File: config.mk
export PLATFORM = sky130hd
export DESIGN_NAME = fsd_supervisor
export DESIGN_NICKNAME = d
export VERILOG_FILES = /design/src/hdl/fsd_supervisor.v
export VERILOG_INCLUDE_DIRS = /design/src /design/src/inc
export SDC_FILE = /design/constraint.sdc
export NUM_CORES = 1
export LEC_CHECK = 0
export ABC_AREA = 0
export BUFFER_PORTS_ARGS = -buffer_cell sky130_fd_sc_hd__buf_2
export CORE_UTILIZATION = 58
export DETAILED_ROUTE_END_ITERATION = 6
export PLACE_DENSITY = 0.88
export SLEW_MARGIN = 10
export SYNTH_ARGS = -nofsm -noshare
export SYNTH_HDL_FRONTEND = slang
export SYNTH_SLANG_ARGS = --single-unit
File: constraint.sdc
create_clock -name ref_clk -period 2.7 [get_ports ref_clk]
set_input_delay 0.27 -clock ref_clk [delete_from_list [all_inputs] [get_ports ref_clk]]
set_output_delay 0.27 -clock ref_clk [all_outputs]
set_load 0.03 [all_outputs]
File: src/inc/fsd_map.vh
// register map, field positions and timing constants for the fault/status display supervisor
`ifndef FSD_MAP_VH
`define FSD_MAP_VH
// register byte offsets
`define FSD_CTRL_OFF 12'h000
`define FSD_STAT_OFF 12'h004
`define FSD_CODE_OFF 12'h008
`define FSD_FLT_OFF 12'h00C
`define FSD_STEP_OFF 12'h010
`define FSD_FLE_OFF 12'h014
// control fields
`define FSD_CTRL_CFG 0
`define FSD_CTRL_HOST_DIS 1
`define FSD_CTRL_BRUSH 2
`define FSD_CTRL_POSMODE 3
// status fields
`define FSD_STAT_EN 0
`define FSD_STAT_FATAL 1
`define FSD_STAT_NONFATAL 2
`define FSD_STAT_PWR 3
// reset values
`define FSD_CTRL_RST 32'h0000_0000
`define FSD_STEP_RST 32'h0098_9680
`define FSD_FLE_RST 32'h0000_1000
// timing
`define FSD_SAT_TIME_MS 1000
`define FSD_CLK_KHZ 50000
// display character codes (4 bit: 0-9 digits)
`define FSD_CH_F 4'hA
`define FSD_CH_L 4'hB
`define FSD_CH_D 4'hC
`define FSD_CH_E 4'hD
`define FSD_CH_P 4'hE
`define FSD_CH_BLANK 4'hF
`endif

File: src/hdl/fsd_supervisor.v
// fault and status display supervisor with apb register slave
//
// Register access over APB and the address map are this design's own decisions.
`timescale 1ns/1ps
`include "fsd_map.vh"
// Contract
// idle shows d disabled, E enabled
// status condition flashes three-character code
// any fault disables power stage immediately
// fault shown as flashing F plus two digits
// fatal fault latched until power cycle, enable
// non-fatal cleared by enable removal then reassertion
// highest priority shown, fatal, non-fatal, status
// F00-F03 codes for processor, switch, bridge, feedback
// F04 on regulation fault or saturation one second
// F05 on heat sink above ninety degrees
// F06 on motor thermostat trip
// F51-F54, F56, F57 non-fatal codes
// brushless-only faults masked for brush motor
// F55 only in position modes at limit
// unconfigured shows F99, cannot enable
// L01/L02 on limit when enabled, no fault
// P shown while phasing in progress
// d when host or input disables, no fault
// host may disable; enable needs input active
// characters shown in turn, blank gap after
module fsd_supervisor #(
  parameter SAT_CYCLES = `FSD_SAT_TIME_MS * `FSD_CLK_KHZ,
  parameter STEP_W = 32
) (
  input wire ref_clk,
  input wire rst,
  input wire pwr_on_n,
  input wire enable_in,
  input wire [6:0] fatal_in,
  input wire [6:0] nonfatal_in,
  input wire cur_sat,
  input wire [31:0] follow_err,
  input wire phasing,
  input wire limit_cw,
  input wire limit_ccw,
  input wire psel,
  input wire penable,
  input wire pwrite,
  input wire [11:0] paddr,
  input wire [31:0] pwdata,
  output reg [31:0] prdata,
  output reg pready,
  output reg pslverr,
  output reg amp_en,
  output reg [3:0] disp_char,
  output reg disp_on
);

  // ==========================================================
  // code helpers
  // packs a display code: three 4-bit characters and a flash flag
  function [12:0] code3;
    input flash;
    input [3:0] c0;
    input [3:0] c1;
    input [3:0] c2;
    begin
      code3 = {flash, c0, c1, c2};
    end
  endfunction

  // ==========================================================
  // registers
  reg [3:0] ctrl_q;
  reg [STEP_W-1:0] step_q;
  reg [31:0] fle_q;
  reg [6:0] fatal_q;
  reg [7:0] nonfatal_q;
  reg en_q;
  reg en_in_q;
  reg pwr_q;
  reg [31:0] sat_cnt_q;
  reg [STEP_W-1:0] tick_q;
  reg [1:0] pos_q;
  reg [12:0] code_q;
  wire cfg = ctrl_q[`FSD_CTRL_CFG];
  wire brush = ctrl_q[`FSD_CTRL_BRUSH];
  wire any_fault = (|fatal_q) | (|nonfatal_q);
  wire sat_trip = (sat_cnt_q >= SAT_CYCLES - 1) & cur_sat;

  // ==========================================================
  // fault sources after masking
  reg [6:0] fatal_raw;
  reg [7:0] nonfatal_raw;
  always @* begin
    fatal_raw = fatal_in;
    fatal_raw[4] = fatal_in[4] | sat_trip;
    nonfatal_raw = {1'b0, nonfatal_in};
    nonfatal_raw[0] = nonfatal_in[0] & ~brush;
    nonfatal_raw[6] = 1'b0; // no fault source on this bit
    // bit 7 is following error, position modes only
    nonfatal_raw[7] = ctrl_q[`FSD_CTRL_POSMODE] & (follow_err >= fle_q);
  end

  // ==========================================================
  // saturation timer
  always @(posedge ref_clk) begin
    if (rst | ~cur_sat) begin
      sat_cnt_q <= 32'h0000_0000;
    end else if (~sat_trip) begin
      sat_cnt_q <= sat_cnt_q + 32'h0000_0001;
    end
  end

  // ==========================================================
  // enable edge, power-down marker, fault latches and enable state
  wire en_rise = enable_in & ~en_in_q;
  wire fatal_clr = pwr_q & ~pwr_on_n & en_rise;
  wire fault_now = any_fault | (|fatal_raw) | (|nonfatal_raw);

  // enable input held one edge for rising-edge detection
  always @(posedge ref_clk) begin
    if (rst) begin
      en_in_q <= 1'b0;
    end else begin
      en_in_q <= enable_in;
    end
  end

  // power-down marker, used up by the fatal clear
  always @(posedge ref_clk) begin
    if (rst) begin
      pwr_q <= 1'b0;
    end else if (fatal_clr) begin
      pwr_q <= 1'b0;
    end else if (pwr_on_n) begin
      pwr_q <= 1'b1; // power removed seen
    end
  end

  // fatal latch: reload only after power cycle and enable
  always @(posedge ref_clk) begin
    if (rst) begin
      fatal_q <= 7'h00;
    end else if (fatal_clr) begin
      fatal_q <= fatal_raw;
    end else begin
      fatal_q <= fatal_q | fatal_raw;
    end
  end

  // non-fatal latch: reload at each enable rising edge
  always @(posedge ref_clk) begin
    if (rst) begin
      nonfatal_q <= 8'h00;
    end else if (en_rise) begin
      nonfatal_q <= nonfatal_raw; // fresh check at re-enable
    end else begin
      nonfatal_q <= nonfatal_q | nonfatal_raw;
    end
  end

  // internal enable: input high, configured, no fault, no host disable
  always @(posedge ref_clk) begin
    if (rst) begin
      en_q <= 1'b0;
    end else begin
      en_q <= enable_in & cfg & ~ctrl_q[`FSD_CTRL_HOST_DIS] & ~fault_now;
    end
  end

  // ==========================================================
  // priority selection of displayed code
  reg [12:0] code_d;
  // lowest priority first, so each later match overwrites
  always @* begin
    code_d = en_q ? code3(1'b0, `FSD_CH_E, `FSD_CH_BLANK, `FSD_CH_BLANK)
      : code3(1'b0, `FSD_CH_D, `FSD_CH_BLANK, `FSD_CH_BLANK);
    if (phasing) begin
      code_d = code3(1'b0, `FSD_CH_P, `FSD_CH_BLANK, `FSD_CH_BLANK);
    end
    if (en_q & limit_ccw) begin
      code_d = code3(1'b1, `FSD_CH_L, 4'h0, 4'h2);
    end
    if (en_q & limit_cw) begin
      code_d = code3(1'b1, `FSD_CH_L, 4'h0, 4'h1);
    end
    if (~cfg) begin
      code_d = code3(1'b1, `FSD_CH_F, 4'h9, 4'h9);
    end
    // non-fatal faults, F57 up to F51
    if (nonfatal_q[5]) begin
      code_d = code3(1'b1, `FSD_CH_F, 4'h5, 4'h7);
    end
    if (nonfatal_q[4]) begin
      code_d = code3(1'b1, `FSD_CH_F, 4'h5, 4'h6);
    end
    if (nonfatal_q[7]) begin
      code_d = code3(1'b1, `FSD_CH_F, 4'h5, 4'h5);
    end
    if (nonfatal_q[3]) begin
      code_d = code3(1'b1, `FSD_CH_F, 4'h5, 4'h4);
    end
    if (nonfatal_q[2]) begin
      code_d = code3(1'b1, `FSD_CH_F, 4'h5, 4'h3);
    end
    if (nonfatal_q[1]) begin
      code_d = code3(1'b1, `FSD_CH_F, 4'h5, 4'h2);
    end
    if (nonfatal_q[0]) begin
      code_d = code3(1'b1, `FSD_CH_F, 4'h5, 4'h1);
    end
    // fatal faults, F06 up to F00
    if (fatal_q[6]) begin
      code_d = code3(1'b1, `FSD_CH_F, 4'h0, 4'h6);
    end
    if (fatal_q[5]) begin
      code_d = code3(1'b1, `FSD_CH_F, 4'h0, 4'h5);
    end
    if (fatal_q[4]) begin
      code_d = code3(1'b1, `FSD_CH_F, 4'h0, 4'h4);
    end
    if (fatal_q[3]) begin
      code_d = code3(1'b1, `FSD_CH_F, 4'h0, 4'h3);
    end
    if (fatal_q[2]) begin
      code_d = code3(1'b1, `FSD_CH_F, 4'h0, 4'h2);
    end
    if (fatal_q[1]) begin
      code_d = code3(1'b1, `FSD_CH_F, 4'h0, 4'h1);
    end
    if (fatal_q[0]) begin
      code_d = code3(1'b1, `FSD_CH_F, 4'h0, 4'h0);
    end
  end

  // ==========================================================
  // display sequencer: flashing codes step through c0,c1,c2,blank
  localparam POS_C0 = 2'b00;
  localparam POS_C1 = 2'b01;
  localparam POS_C2 = 2'b10;
  localparam POS_GAP = 2'b11;
  // character position advance, power stage and display outputs
  always @(posedge ref_clk) begin
    if (rst) begin
      code_q <= 13'h0000;
      tick_q <= {STEP_W{1'b0}};
      pos_q <= POS_C0;
      disp_char <= `FSD_CH_BLANK;
      disp_on <= 1'b0;
      amp_en <= 1'b0;
    end else begin
      amp_en <= en_q & enable_in & ~fault_now;
      code_q <= code_d;
      if (code_d != code_q) begin
        tick_q <= {STEP_W{1'b0}};
        pos_q <= POS_C0;
      end else if (tick_q >= step_q) begin
        tick_q <= {STEP_W{1'b0}};
        pos_q <= pos_q + 2'b01;
      end else begin
        tick_q <= tick_q + {{(STEP_W-1){1'b0}}, 1'b1};
      end
      if (~code_q[12]) begin
        disp_char <= code_q[11:8]; // steady single character
        disp_on <= 1'b1;
      end else begin
        case (pos_q)
          POS_C0: begin
            disp_char <= code_q[11:8];
            disp_on <= 1'b1;
          end
          POS_C1: begin
            disp_char <= code_q[7:4];
            disp_on <= 1'b1;
          end
          POS_C2: begin
            disp_char <= code_q[3:0];
            disp_on <= 1'b1;
          end
          default: begin
            disp_char <= `FSD_CH_BLANK; // gap
            disp_on <= 1'b0;
          end
        endcase
      end
    end
  end

  // ==========================================================
  // apb slave, one wait-free access phase
  // register select from a bus address, all zero when unmapped
  function [5:0] reg_sel;
    input [11:0] addr;
    begin
      if (addr == `FSD_CTRL_OFF) begin
        reg_sel = 6'h01;
      end else if (addr == `FSD_STAT_OFF) begin
        reg_sel = 6'h02;
      end else if (addr == `FSD_CODE_OFF) begin
        reg_sel = 6'h04;
      end else if (addr == `FSD_FLT_OFF) begin
        reg_sel = 6'h08;
      end else if (addr == `FSD_STEP_OFF) begin
        reg_sel = 6'h10;
      end else if (addr == `FSD_FLE_OFF) begin
        reg_sel = 6'h20;
      end else begin
        reg_sel = 6'h00;
      end
    end
  endfunction

  wire [5:0] sel = reg_sel(paddr);

  // read data and answer, decoded at the setup edge
  always @(posedge ref_clk) begin
    if (rst) begin
      prdata <= 32'h0000_0000;
      pready <= 1'b0;
      pslverr <= 1'b0;
    end else begin
      pready <= psel & ~penable;
      pslverr <= psel & ~penable & ~(|sel); // unmapped address refused
      if (psel & ~penable) begin
        if (sel[0]) begin
          prdata <= {28'h000_0000, ctrl_q};
        end else if (sel[1]) begin
          prdata <= {28'h000_0000, pwr_q, |nonfatal_q, |fatal_q, en_q};
        end else if (sel[2]) begin
          prdata <= {19'h0_0000, code_q};
        end else if (sel[3]) begin
          prdata <= {17'h0_0000, nonfatal_q, fatal_q};
        end else if (sel[4]) begin
          prdata <= step_q;
        end else if (sel[5]) begin
          prdata <= fle_q;
        end else begin
          prdata <= 32'h0000_0000;
        end
      end
    end
  end

  // register writes, taken at the access edge with ready
  always @(posedge ref_clk) begin
    if (rst) begin
      ctrl_q <= 4'h0;
      step_q <= `FSD_STEP_RST;
      fle_q <= `FSD_FLE_RST;
    end else if (psel & penable & pready & pwrite) begin
      if (sel[0]) begin
        ctrl_q <= pwdata[3:0];
      end else if (sel[4]) begin
        step_q <= pwdata[STEP_W-1:0];
      end else if (sel[5]) begin
        fle_q <= pwdata;
      end
    end
  end

endmodule

After elaboration in Yosys (flattened, before gate mapping)
Index checks and enable logic that the tools add are counted.
{ "op_classes": {"addsub": 3, "n_mul": 0, "n_div": 0, "order_cmp": 3, "eq_ne": 8, "shifts": 0, "muxes": 37, "bitwise_logic": 35, "reduce_logical": 15} }
{ "ops": {"columns": ["cell", "n"], "rows": [
  ["$mux 13", 17],
  ["$mux 32", 6],
  ["$add 32x1->32 const B", 2],
  ["$ge 32x32->1", 2],
  ["$mux 6", 6],
  ["$ge 32x26->1 const B", 1],
  ["$eq 12x4->1 const B", 2],
  ["$eq 12x5->1 const B", 2],
  ["$reduce_or 7->1", 3],
  ["$and 1x1->1", 18],
  ["$ne 13x13->1", 1],
  ["$eq 12x3->1 const B", 1],
  ["$logic_not 12->1", 1],
  ["$pmux 4 s3", 1],
  ["$mux 10", 1],
  ["$not 1->1", 10],
  ["$mux 9", 1],
  ["$mux 8", 1],
  ["$or 8x8->8", 1],
  ["$reduce_or 8->1", 1],
  ["$mux 7", 1],
  ["$or 7x7->7", 1],
  ["$reduce_or 2->1", 3],
  ["$reduce_or 3->1", 2],
  ["other kinds (11)", 16]
]} }
{ "totals": {"reg_bits": 205, "latch_bits": 0, "ram_bits": 0, "romBits": 0, "inputBits": 101, "wordCells": 120, "memories": 0} }

Logic depth before layout (Yosys ltp)
{ "logic_depth": {"word_depth": 21, "ltp_mapped": 10, "depth_no_buf": 9} }

Least setup slack after synthesis
No wires, ideal clock.
{ "synth_path": {"kind": "register to register", "startpoint": "register nonfatal_q[5]", "endpoint": "register tick_q[16]", "arrival_ns": 2.369, "t_required_ns": 2.636, "slack_ns": 0.267, "stages_incl_launch_ff": 9, "n_path_buf": 1, "synth_period_minus_slack_ns": 2.433, "path_cell_list": "dfxtp_1 or4_4 nor2_4 a21oi_1 or4b_4 a2111oi_4 nand4_4 buf_6 nor2_2"} }
{ "synth_between": {"elab_chain_cells": 16} }
{ "synth_rtl": {"columns": ["element", "line_no", "source"], "rows": [
  ["from (decl)", "fsd_supervisor.v:74", "reg [7:0] nonfatal_q;"],
  ["from (signal assigned)", "fsd_supervisor.v:153", "nonfatal_q <= nonfatal_raw;"],
  ["from (signal assigned)", "fsd_supervisor.v:155", "nonfatal_q <= nonfatal_q | nonfatal_raw;"],
  ["$mux 13", "fsd_supervisor.v:188", "if (nonfatal_q[5]) begin"],
  ["$mux 13", "fsd_supervisor.v:191", "if (nonfatal_q[4]) begin"],
  ["$mux 13", "fsd_supervisor.v:194", "if (nonfatal_q[7]) begin"],
  ["$mux 13", "fsd_supervisor.v:197", "if (nonfatal_q[3]) begin"],
  ["$mux 13", "fsd_supervisor.v:200", "if (nonfatal_q[2]) begin"],
  ["$mux 13", "fsd_supervisor.v:203", "if (nonfatal_q[1]) begin"],
  ["$mux 13", "fsd_supervisor.v:206", "if (nonfatal_q[0]) begin"],
  ["$mux 13", "fsd_supervisor.v:210", "if (fatal_q[6]) begin"],
  ["$mux 13", "fsd_supervisor.v:213", "if (fatal_q[5]) begin"],
  ["$mux 13", "fsd_supervisor.v:216", "if (fatal_q[4]) begin"],
  ["$mux 13", "fsd_supervisor.v:219", "if (fatal_q[3]) begin"],
  ["$mux 13", "fsd_supervisor.v:222", "if (fatal_q[2]) begin"],
  ["$mux 13", "fsd_supervisor.v:225", "if (fatal_q[1]) begin"],
  ["$mux 13", "fsd_supervisor.v:228", "if (fatal_q[0]) begin"],
  ["$ne 13x13->1", "fsd_supervisor.v:251", "if (code_d != code_q) begin"],
  ["$reduce_or 3->1 (no line)", null, null],
  ["to (signal assigned)", "fsd_supervisor.v:252", "tick_q <= {STEP_W{1'b0}};"],
  ["to (signal assigned)", "fsd_supervisor.v:255", "tick_q <= {STEP_W{1'b0}};"],
  ["to (signal assigned)", "fsd_supervisor.v:258", "tick_q <= tick_q + {{(STEP_W-1){1'b0}}, 1'b1};"],
  ["to (decl)", "fsd_supervisor.v:79", "reg [STEP_W-1:0] tick_q;"]
]} }
Every way passes these cells.
A chain may end at the register's enable or synchronous reset.

Final worst setup path
{ "layout_path": {"startpoint": "register nonfatal_q[5]", "endpoint": "register tick_q[22]"} }
Same word-level chain as after synthesis.

==> qor.yml <==
status: "finished with violations"
failed_checks: "negative hold slack"
relSlewSlack_pct: 37.76
critPathLaunchType: "flip-flop"
stdcell_area_mm2: 0.01214
clock_skew_ns: 0.02823
slew_violations: 0
clk_path_buf_depth: 3
synthFlopType: "dfxtp_1"
via_per_inst: 6.064
cts_inserted_buffers: 21
required_ns: 3.13
core_region_area_mm2: 0.01730
synth-seq-area-share_pct: 39.27
min_to: "nonfatal_q[1]"
cellPowerDensity_mw_per_mm2: 539.8
seqPwrFrac_pct: 46.8
synth_seq_cells: 202
hold_depth: 3
internal-power_mw: 5.024
wl_per_cell_um: 17.49
initialDrtViolationCount: 998
crit_type: "reg2reg"
slowest_stage: "or4_4"
io_pins: 141
drive_above_1_share_pct: 17.43
hold_viol_final: 1
core.rowCount: 48
dieArea_mm2: 0.01829
synth-async-reset-ratio_pct: 0
crit_start: "nonfatal_q[5]"
fmaxAchievable_mhz: 381.6
die_h_um: 135.2
path_delay_family: "simple AND/OR/NAND/NOR gates"
syn_inst: 1284
place.port_buffers: 139
syn_area_mm2: 0.01030
dieWidth_um: 135.2
crit_fanout: 32
cts.sinks: 202
drc: 0
p_sw_share_pct: 23.34
syn-num-nets: 1455
grt_pass1_vias: 9108
drt_first_pass_iters: 6
dpl-instance-area_mm2: 0.01128
overflow: 0
hold_class: "in2reg"
antenna_left: 0
rr_worst_depth: 8
setup_viol_count_final: 0
crit_arrival_ns: 3.05
yosysUniqueCellTypes: 67
start_util_pct: 59.53
dp_hpwl_mm: 20.46
yosysWarnings: 0
wl_mm: 29.08
synth-edff-count: 0
grt_pass1_wl_mm: 45.33
power.total_mw: 6.553
p_sw_mw: 1.529
vdd_ir_drop_max_v: 0.0004571
cts_tree: "done"
p_clk_share_pct: 46.1
tightest_slew_ns: 0.9337
hold_ws_ns: -0.003151
insertion_delay_ns: 0.51
power_frac_comb_pct: 7.1
worstReg2RegStart: "nonfatal_q[5]"
antenna_found_initial: 2
fin_crit_sh_pct: 97.06
worstReg2RegEnd: "tick_q[22]"
r2r_setup_slack_ns: 0.08
cts.clk_slew.worst_paths_ns: 0.06
routed-via-count: 10080
area_growth_pct: 17.90
cpPeakStageDelay_ns: 0.59
avgSynthCellArea_um2: 8.020
p_leak_nw: 4.634
track_usage_pct: 31.02
grt_max_degree: 65
cts_root_buf: "clkbuf_16"
htreeDepth: 1
worstHoldStart: "nonfatal_in[1]"
period_needed_ns: 2.621
worstPathBufferInverterCount: 1
end_kind: "flip-flop"
path_cells: "or4_4 > nor2_4 > a21oi_1 > or4b_4 > a2111oi_4 > nand4_4 > buf_12 > nor2_1"
final_util_pct: 70.19
drv_cap: 0
place_congestion: 0.9362
nets: 1590
## layer usage
metal  share of wire, %  up-vias  routed length, um  global-route usage (%)
met1                 42     4669              12130                   41.63
met4                3.9        0               1137                   13.73
li1                   -     4760                  -                       -
met2                 45      555              13130                   48.58
met3                9.2      100               2687                   5.649
met5                  0        -                  0                       0
## synthesized netlist by cell type (4+ instances only)
master      n  area (um^2)
nor2_1     78        292.8
nand4_1    13        81.33
nor4_2      4        50.05
a211oi_1   11        82.58
nor3_1     25        125.1
a221o_1     4        40.04
dfxtp_1   202         4044
or4_1       4        30.03
o211ai_1   14        105.1
nand2_1   213        799.5
a21oi_1   147        735.7
clkbuf_1   63        236.5
nand2b_1    8        50.05
or3_1      17        106.4
a21o_1     12        90.09
nor2b_1     5        31.28
and2_1     11        68.82
xnor2_1    19        166.4
and3_1     16        100.1
nor2_2     23        143.9
nor3b_1     4        30.03
nor4_1     13        81.33
nand3_1    57        285.3
and4_1     14        122.6
a22o_1      4        35.03
xor2_1     26        227.7
o21ai_0    54        270.3
ha_1       70        875.8
a221oi_1   19        166.4
inv_1      74        277.8
## power by group through the flow
stage	logic, mW	registers, mW	clock network [mW]
finish	0.463	3.07	3.02
global route	0.498	3.07	3.16
CTS	0.446	3.06	3.03
detailed placement	0.431	3.13	0
global placement	0.420	3.13	0
floorplan	0.244	3.13	0
## tightest hold or removal path, cell delays in order
cell and delay (ns):
buf_2 0.09, a21oi_1 0.04, nor2_1 0.07
## worst max path at each step
stage / to / slack, ns / cells past startpoint
final: tick_q[22] / 0.08 / 8
after global routing: tick_q[22] / -0.02 / 9
after CTS: tick_q[15] / 0.09 / 8
after detailed placement: tick_q[26] / 0.13 / 8
after global placement: tick_q[22] / 0.19 / 8
after floorplan: tick_q[16] / 0.27 / 8
## placed cells by master, fill, tap and decap left out, types with 16 or more instances in the layout
cell and count:
buf_4 32, nor2_2 24, and3_1 16, or3_1 17, o21ai_0 54, clkbuf_16 21
nand2_1 213, nor3_1 25, buf_2 138, dfxtp_1 202, xnor2_1 19, inv_1 74
ha_1 70, a21oi_1 147, nand3_1 57, xor2_1 26, a221oi_1 19, nor2_1 77
## cell families (layout without fill, tap and decap cells)
| family | after synthesis | in the layout | synth area share, % |
|---|---|---|---|
| multiplexers | 4 | 4 | 0.5103 |
| AND/OR/NAND/NOR | 520 | 520 | 24.75 |
| other | 0 | 4 | 0 |
| AO/OA/AOI/OAI | 297 | 297 | 17.56 |
| buffers and inverters | 146 | 296 | 5.577 |
| adder cells (fa/ha/maj) | 70 | 70 | 8.505 |
| flip-flops | 202 | 202 | 39.27 |
| XOR/XNOR | 45 | 45 | 3.827 |
## through the flow
step / hold WS, ns / setup slack (ns) / instances / TNS [ns]
finish: -0.003151 / 0.07926 / 1663 / 0
global route: 0.007351 / -0.02267 / 1661 / -0.05991
CTS: 0.001509 / 0.09434 / 1657 / 0
global placement: 0.4365 / 0.1859 / 1609 / 0
detailed placement: 0.4400 / 0.1320 / 1609 / 0
floorplan: 0.3638 / 0.2670 / 1284 / 0
## area by class of cell
cell class	count	area, um^2
timing repair buffer	183	1091
fill	1291	5156
multi-input combinational	936	5703
clock buffer	32	636.9
tap	225	281.5
inverter	75	281.5
sequential	202	4044
antenna	4	10.01
clock inverter	6	92.59
## sequential cells by signal, summed over array words and instances, names as in the netlist, 7 cells and up
register	cells
code_q	11
prdata	32
fle_q	32
step_q	32
tick_q	32
nonfatal_q	7
sat_cnt_q	32
fatal_q	7
## what timing repair did
action,4_1_cts,5_1_grt
setup endpoints to repair,0,32
hold buffers,10,0
gates resized for setup,0,2
buffers inserted,0,2
endpoints found under the hold margin,10,0
Note: power is estimated with default switching activity, not from simulation.
